**config.mk**
```make
export PLATFORM = sky130hd
export DESIGN_NAME = mci_interlock
export DESIGN_NICKNAME = d
export VERILOG_FILES = /design/src/hdl/mci_pkg.sv /design/src/hdl/mci_down_cnt.sv /design/src/hdl/mci_interlock.sv
export VERILOG_INCLUDE_DIRS = /design/src /design/src/hdl
export SDC_FILE = /design/constraint.sdc
export NUM_CORES = 1
export LEC_CHECK = 0
export BUFFER_PORTS_ARGS = -buffer_cell sky130_fd_sc_hd__buf_2
export CAP_MARGIN = 20
export CORE_MARGIN = 1
export CORE_UTILIZATION = 55
export CTS_CLUSTER_DIAMETER = 50
export DETAILED_ROUTE_END_ITERATION = 10
export HOLD_SLACK_MARGIN = 0.12
export PLACE_DENSITY = 0.8
export SLEW_MARGIN = 30
export SYNTH_ARGS = -nofsm -noshare
export SYNTH_HDL_FRONTEND = slang
export SYNTH_SLANG_ARGS = --single-unit
```
**constraint.sdc**
```tcl
create_clock -name core_clk -period 2.5 [get_ports core_clk]
set_clock_uncertainty 0.1 [all_clocks]
set_input_delay 0.375 -clock core_clk [delete_from_list [all_inputs] [get_ports core_clk]]
set_output_delay 0.375 -clock core_clk [all_outputs]
set_load 0.03 [all_outputs]
```
**src/hdl/mci_regs.svh**
```systemverilog
// Constants for the multiplier contention interlock
// Functional notes
// - Early word MAC: busy two cycles after MA
// - Early word MAC second MA stretches while busy
// - Early: one unrelated op between MACs, no stall
// - Stretched word MAC MA splits with fetch
// - Early word multiply MA stretches while busy
// - Early: two unrelated ops before multiply, no stall
// - Accumulator store to register waits out busy
// - Accumulator store to memory waits one extra state
// - Accumulator load from register waits out busy
// - Accumulator load from memory waits out busy
// - Long MAC: two MAs then four busy stages
// - Long MAC: busy four cycles after MA
// - Decode after long MAC stalls one slot
// - Unrelated op after long MAC: only decode stall
// - Long MAC MAs split with fetch on collision
// - Later word MAC second MA never waits
// - Later word MAC MA splits with fetch
// - Later multiply waits only when directly adjacent
// - Later double multiply never waits on busy
`ifndef MCI_REGS_SVH
`define MCI_REGS_SVH
`define MCI_CNT_W       3
`define MCI_SEP_W       2
`define MCI_WORD_BUSY   3'h2
`define MCI_LONG_BUSY   3'h4
`define MCI_SEP_RESET   2'h3
`define MCI_SEP_MAC     2'h1
`define MCI_SEP_MUL     2'h2
`endif

```
**src/hdl/mci_pkg.sv**
```systemverilog
// Types shared by the multiplier contention interlock
package mci_pkg;
   typedef enum logic [3:0] {
      MCI_OP_OTHER    = 4'h0,
      MCI_OP_WORD_MAC = 4'h1,
      MCI_OP_LONG_MAC = 4'h2,
      MCI_OP_WORD_MUL = 4'h3,
      MCI_OP_DBL_MUL  = 4'h4,
      MCI_OP_STS_REG  = 4'h5,
      MCI_OP_STS_MEM  = 4'h6,
      MCI_OP_LDS_REG  = 4'h7,
      MCI_OP_LDS_MEM  = 4'h8
   } mci_op_type;

   typedef enum logic [2:0] {
      MCI_ARB_IDLE    = 3'b001,
      MCI_ARB_STRETCH = 3'b010,
      MCI_ARB_SPLIT   = 3'b100
   } mci_arb_type;

   typedef struct packed {
      logic       valid;
      mci_op_type kind;
   } mci_dec_type;

   typedef struct packed {
      logic       req;
      mci_op_type kind;
      logic       second;
   } mci_ma_type;
endpackage

```
**src/hdl/mci_down_cnt.sv**
```systemverilog
// Loadable down-counter that holds at zero
`timescale 1ns/100ps
module mci_down_cnt #(
   parameter int W = 3
) (
   input  wire logic         core_clk,
   input  wire logic         sys_rst,
   input  wire logic         load,
   input  wire logic [W-1:0] load_val,
   output logic      [W-1:0] count
);
   always_ff @(posedge core_clk) begin
      if (sys_rst) begin
         count <= '0;
      end else if (load) begin
         count <= load_val;
      end else if (count != '0) begin
         count <= count - W'(1);
      end
   end
endmodule // mci_down_cnt

```
**src/hdl/mci_interlock.sv**
```systemverilog
// Multiplier contention interlock: stretches multiplier MAs, splits them with fetch
`timescale 1ns/100ps
`include "mci_regs.svh"
module mci_interlock (
   input  wire logic                 core_clk,
   input  wire logic                 sys_rst,
   input  wire logic                 later_core,
   input  wire mci_pkg::mci_dec_type dec_in,
   input  wire mci_pkg::mci_ma_type  ma_in,
   input  wire logic                 if_req,
   output logic                      ma_grant_r,
   output logic                      if_grant_r,
   output logic                      id_stall_r,
   output logic                      mult_busy_r,
   output logic                      ma_stretch_r
);
   // ----------------------------------------
   // Busy counter and separation tracking
   // ----------------------------------------
   logic [`MCI_CNT_W-1:0] cnt;
   logic [`MCI_CNT_W-1:0] load_val;
   logic                  load;
   logic                  busy;
   logic                  just_ended_r;
   logic                  waited_r;
   logic                  long_src_r;
   logic [`MCI_SEP_W-1:0] sep_r;
   logic [`MCI_SEP_W-1:0] cons_sep_r;
   logic                  dec_mac;
   logic                  dec_user;
   logic                  hold;
   logic                  ma_ok;
   mci_pkg::mci_arb_type  st_r;
   mci_pkg::mci_arb_type  st_nxt;

   assign busy = (cnt != '0);
   assign dec_mac = dec_in.valid && (dec_in.kind == mci_pkg::MCI_OP_WORD_MAC
                                     || dec_in.kind == mci_pkg::MCI_OP_LONG_MAC);
   assign dec_user = dec_in.valid && (dec_in.kind != mci_pkg::MCI_OP_OTHER);

   // Final MA of a MAC starts the busy window
   assign load = ma_grant_r && ma_in.second
                 && (ma_in.kind == mci_pkg::MCI_OP_WORD_MAC || ma_in.kind == mci_pkg::MCI_OP_LONG_MAC);
   assign load_val = (ma_in.kind == mci_pkg::MCI_OP_LONG_MAC) ? `MCI_LONG_BUSY
                                                               : `MCI_WORD_BUSY;

   mci_down_cnt #(
      .W        (`MCI_CNT_W)
   ) u_busy_cnt (
      .core_clk (core_clk),
      .sys_rst  (sys_rst),
      .load     (load),
      .load_val (load_val),
      .count    (cnt)
   );

   always_ff @(posedge core_clk) begin
      if (sys_rst) begin
         mult_busy_r <= 1'b0;
      end else begin
         mult_busy_r <= load || (cnt > `MCI_CNT_W'(1));
      end
   end

   // Marks the first idle state after a busy window
   always_ff @(posedge core_clk) begin
      if (sys_rst) begin
         just_ended_r <= 1'b0;
      end else begin
         just_ended_r <= !load && (cnt == `MCI_CNT_W'(1));
      end
   end

   // Which kind of MAC opened the current busy window
   always_ff @(posedge core_clk) begin
      if (sys_rst) begin
         long_src_r <= 1'b0;
      end else if (load) begin
         long_src_r <= (ma_in.kind == mci_pkg::MCI_OP_LONG_MAC);
      end
   end

   // Count unrelated decodes since the last MAC; saturates
   always_ff @(posedge core_clk) begin
      if (sys_rst) begin
         sep_r <= `MCI_SEP_RESET;
      end else if (dec_mac) begin
         sep_r <= '0;
      end else if (dec_in.valid && !dec_user && sep_r != `MCI_SEP_RESET) begin
         sep_r <= sep_r + `MCI_SEP_W'(1);
      end
   end

   // Latch the gap at consumer decode so later decodes cannot widen it
   always_ff @(posedge core_clk) begin
      if (sys_rst) begin
         cons_sep_r <= `MCI_SEP_RESET;
      end else if (dec_user) begin
         cons_sep_r <= sep_r;
      end
   end

   // ----------------------------------------
   // Decode stall
   // ----------------------------------------
   // Exactly one slot; afterwards the pipeline runs as if the MAC had five stages
   always_ff @(posedge core_clk) begin
      if (sys_rst) begin
         id_stall_r <= 1'b0;
      end else begin
         id_stall_r <= dec_mac;
      end
   end

   // ----------------------------------------
   // Contention decision
   // ----------------------------------------
   always_comb begin
      hold = 1'b0;
      case (ma_in.kind)
         mci_pkg::MCI_OP_WORD_MAC: begin
            // Later core: second MA never waits
            hold = ma_in.second && !later_core && busy
                   && (cons_sep_r < `MCI_SEP_MAC);
         end
         mci_pkg::MCI_OP_LONG_MAC: begin
            // Later core: a word MAC's busy window never delays it
            hold = ma_in.second && busy && (cons_sep_r < `MCI_SEP_MUL)
                   && !(later_core && !long_src_r);
         end
         mci_pkg::MCI_OP_WORD_MUL: begin
            hold = busy && (later_core ? (cons_sep_r < `MCI_SEP_MAC)
                                       : (cons_sep_r < `MCI_SEP_MUL));
         end
         mci_pkg::MCI_OP_DBL_MUL: begin
            hold = !later_core && busy && (cons_sep_r < `MCI_SEP_MUL);
         end
         mci_pkg::MCI_OP_STS_MEM: begin
            hold = busy || (waited_r && just_ended_r);
         end
         mci_pkg::MCI_OP_STS_REG: begin
            hold = busy;
         end
         mci_pkg::MCI_OP_LDS_REG: begin
            hold = busy;
         end
         mci_pkg::MCI_OP_LDS_MEM: begin
            hold = busy;
         end
         default: begin
            hold = 1'b0;
         end
      endcase
   end

   assign ma_ok = ma_in.req && !ma_grant_r;

   // ----------------------------------------
   // Bus arbiter: MA first, fetch takes the split-off half
   // ----------------------------------------
   // A stretched MA keeps the bus, so fetch is deferred rather than interleaved
   always_comb begin
      st_nxt = st_r;
      case (st_r)
         mci_pkg::MCI_ARB_IDLE: begin
            if (ma_ok && hold) begin
               st_nxt = mci_pkg::MCI_ARB_STRETCH;
            end else if (ma_ok && if_req && !if_grant_r) begin
               st_nxt = mci_pkg::MCI_ARB_SPLIT;
            end
         end
         mci_pkg::MCI_ARB_STRETCH: begin
            if (!ma_in.req) begin
               st_nxt = mci_pkg::MCI_ARB_IDLE;
            end else if (!hold) begin
               st_nxt = if_req ? mci_pkg::MCI_ARB_SPLIT : mci_pkg::MCI_ARB_IDLE;
            end
         end
         mci_pkg::MCI_ARB_SPLIT: begin
            st_nxt = mci_pkg::MCI_ARB_IDLE;
         end
         default: begin
            st_nxt = mci_pkg::MCI_ARB_IDLE;
         end
      endcase
   end

   always_ff @(posedge core_clk) begin
      if (sys_rst) begin
         st_r <= mci_pkg::MCI_ARB_IDLE;
      end else begin
         st_r <= st_nxt;
      end
   end

   always_ff @(posedge core_clk) begin
      if (sys_rst) begin
         ma_grant_r <= 1'b0;
      end else begin
         ma_grant_r <= ma_ok && !hold && (st_r != mci_pkg::MCI_ARB_SPLIT);
      end
   end

   always_ff @(posedge core_clk) begin
      if (sys_rst) begin
         if_grant_r <= 1'b0;
      end else if (st_r == mci_pkg::MCI_ARB_SPLIT) begin
         if_grant_r <= if_req;
      end else begin
         if_grant_r <= if_req && !if_grant_r && !ma_ok && st_r == mci_pkg::MCI_ARB_IDLE;
      end
   end

   always_ff @(posedge core_clk) begin
      if (sys_rst) begin
         ma_stretch_r <= 1'b0;
      end else begin
         ma_stretch_r <= ma_ok && hold;
      end
   end

   always_ff @(posedge core_clk) begin
      if (sys_rst) begin
         waited_r <= 1'b0;
      end else begin
         waited_r <= ma_ok && busy;
      end
   end
endmodule // mci_interlock

```
==> metrics.yaml <==
die_y_um: 44.34
clk_latency_ns: 0.28
synthMuxAreaShare: 0
arrival_ns: 1.88
worst-slew-pin-transition_ns: 0.4119
setup_tns_ns: 0
yosys.cell_types.count: 41
grt_pass1_wl_um: 3229
cts.sinks: 18
cts_root_buffer: "clkbuf_4"
final_cells: 151
numCtsBuffers: 3
fin_crit_sh: 0.7159
grt_max_degree: 17
power_switching_mw: 0.2823
wl_um: 1836
maxCapViolations: 0
drt_iter0_drc: 19
rows: 14
hold_viol: 0
ant_nets: 0
n_antenna_cell: 0
crit_chain: "inv_1, ha_1, nor2b_1, buf_4, o41ai_2, a22o_2, o31ai_1"
syn_inst: 106
clk_pin_slew_worst_paths_ns: 0.10
pre_cts_slack_ns: 0.7698
p_seq_frac: 0.455
powerDensity_nw_per_um2: 706.7
syn_area_sq_um: 985.9
holdPathStages: 2
critPathMaxStageDelay_ns: 0.32
reg2reg_depth: 7
initial_core_util: 0.6185
htreeDepth: 1
fin_nets: 148
synthFlopType: "dfxtp_1"
vias_per_cell: 5.642
dr.pass1.iters: 4
fin_crit_ns: 1.790
start_kind: "register"
ir_worst_vdd_mv: 0.5026
post_drt_wl_per_cell_um: 12.16
final_util: 0.7088
cp_slowest_cell: "dfxtp_1"
vias: 852
overflow: 0
core_sq_um: 1594
ys_seq_area_frac: 0.3655
synthAdderAreaFrac: 0.05076
ys_ff_latch: 18
cts_hold_buf: 0
synthXorXnorAreaFrac: 0.02665
yosysWarnings: 0
internal-power_mw: 0.5162
fmax_ghz: 0.5587
layout-drive-gt1-share: 0.2362
stdcell_area_sq_um: 1130
dpl_cell_area_sq_um: 1107
dpl.cell_count: 148
crit_path_end_kind: "register"
postCtsSetupRepairBufs: 0
required_ns: 2.59
rsz0062_at_grt: "false"
postCtsResizedCells: 0
antenna_found_initial: 0
fp.dieW_um: 44.34
grt_pass1_vias: 772
p_clk_frac: 0.173
gp_congestion: 0.7528
switching_share: 0.3535
worst_slack_ns: 0.7102
hp-class: "primary input to register"
cp_max_fo: 8
num_io_pins: 20
synth_compound_gate_area_share: 0.2538
dp_hpwl_um: 1418
synth_top_family_by_area: "simple AND/OR/NAND/NOR gates"
cts_tree: "built"
path_class: "register to register"
drv_slew: 0
syn_avg_cell_area_sq_um: 9.301
p_leak_nw: 0.4843
async_flop_share: 0
layout-area-overhead-vs-synth_pct: 14.59
dieArea_sq_um: 1966
io_buffers: 19
drc_errors: 0
p_comb_frac: 0.373
maxSlewHeadroom: 0.7224
setup_violations: 0
clockBufferDepth: 2
synth_edf_count: 0
syn_nets: 125
outcome: "complete, no violations"
grt_usage: 0.2279
yosys.area_share.simple: 0.2690
[cell usage in the layout (no fill, tap or decap), drive strengths merged, types with 3 or more instances in the layout]
cell	netlist	layout
ha	4	4
o21ai	5	5
inv	6	6
nor2	8	8
nor2b	6	6
nand2	3	3
dfxtp	18	18
nand2b	3	3
nor3	6	6
nor4b	4	4
buf	1	20
a21oi	6	6
clkbuf	1	3
[cell usage after synthesis (2+ instances only)]
| master | instances | area, sq um |
|---|---|---|
| a221o_1 | 2 | 20.02 |
| o21ai_0 | 4 | 20.02 |
| a21o_1 | 2 | 15.01 |
| nand2b_1 | 3 | 18.77 |
| a21oi_1 | 6 | 30.03 |
| dfxtp_1 | 18 | 360.4 |
| nor2b_1 | 6 | 37.54 |
| nand2_1 | 3 | 11.26 |
| ha_1 | 4 | 50.05 |
| a211o_1 | 2 | 17.52 |
| nand3_1 | 2 | 10.01 |
| xnor2_1 | 2 | 17.52 |
| inv_1 | 6 | 22.52 |
| o41ai_2 | 2 | 32.53 |
| nand4b_1 | 2 | 17.52 |
| nor2_1 | 8 | 30.03 |
| nor3_1 | 6 | 30.03 |
| nor4b_1 | 3 | 26.28 |
| o21a_1 | 2 | 15.01 |
| nor3b_1 | 2 | 15.01 |
[critical path: cells and delay by family (launching register included)]
family / cells / cell delay, ns
buffers and inverters: 2 / 0.31
DFF: 1 / 0.32
and+or+nand+nor: 1 / 0.15
AOI/OAI and AO/OA: 3 / 0.63
adders and majority gates: 1 / 0.17
[area by class of cell]
type | count | area [sq um]
Clock buffer | 3 | 22.52
Fill cell | 132 | 464.2
Inverter | 6 | 22.52
Multi-Input combinational cell | 80 | 591.8
Sequential cell | 18 | 360.3
Tap cell | 24 | 30.03
Timing Repair Buffer | 20 | 102.6
[logic make-up after synthesis]
group / Yosys count
fa+ha+maj: 4
compound gates: 31
simple gates: 42
xor+xnor: 3
flops: 18
buf+inv: 8
[final timing paths]
kind / startpoint / end / slack [ns]
max: u_busy_cnt.count[0] / st_r[0] / 0.71
min reg2reg: long_src_r / long_src_r / 0.38
min: if_req / if_grant_r / 0.28
max reg2reg: u_busy_cnt.count[0] / st_r[0] / 0.71
[registers in the layout, summed over array words and instances, names as in the netlist]
register / flops
sep_r: 2
st_r: 3
if_grant_r: 1
ma_grant_r: 1
cons_sep_r: 2
mult_busy_r: 1
just_ended_r: 1
u_busy_cnt.count: 3
ma_stretch_r: 1
waited_r: 1
long_src_r: 1
id_stall_r: 1
[power by group through the flow]
stage / clock network (mW) / registers [mW] / logic (mW)
after floorplan: 0 / 0.388 / 0.202
after global placement: 0 / 0.367 / 0.285
after detailed placement: 0 / 0.369 / 0.294
after CTS: 0.141 / 0.363 / 0.299
after global routing: 0.153 / 0.370 / 0.330
final: 0.138 / 0.363 / 0.298
[metrics by stage]
| step | hold slack [ns] | total power, mW |
|---|---|---|
| floorplan | 0.3363 | 0.5905 |
| global placement | 0.3476 | 0.6519 |
| detailed placement | 0.3585 | 0.6625 |
| CTS | 0.2711 | 0.8024 |
| global route | 0.2754 | 0.8524 |
| finish | 0.2775 | 0.7984 |
[layer usage]
layer / share of wire / global-route usage / vias up
met5: 0 / 0 / -
met4: 0.0098 / 0.1091 / 0
met3: 0.046 / 0.03673 / 2
met2: 0.46 / 0.3647 / 24
met1: 0.48 / 0.2992 / 387
li1: - / - / 439
No activity file was read; power rests on OpenSTA's default activity.
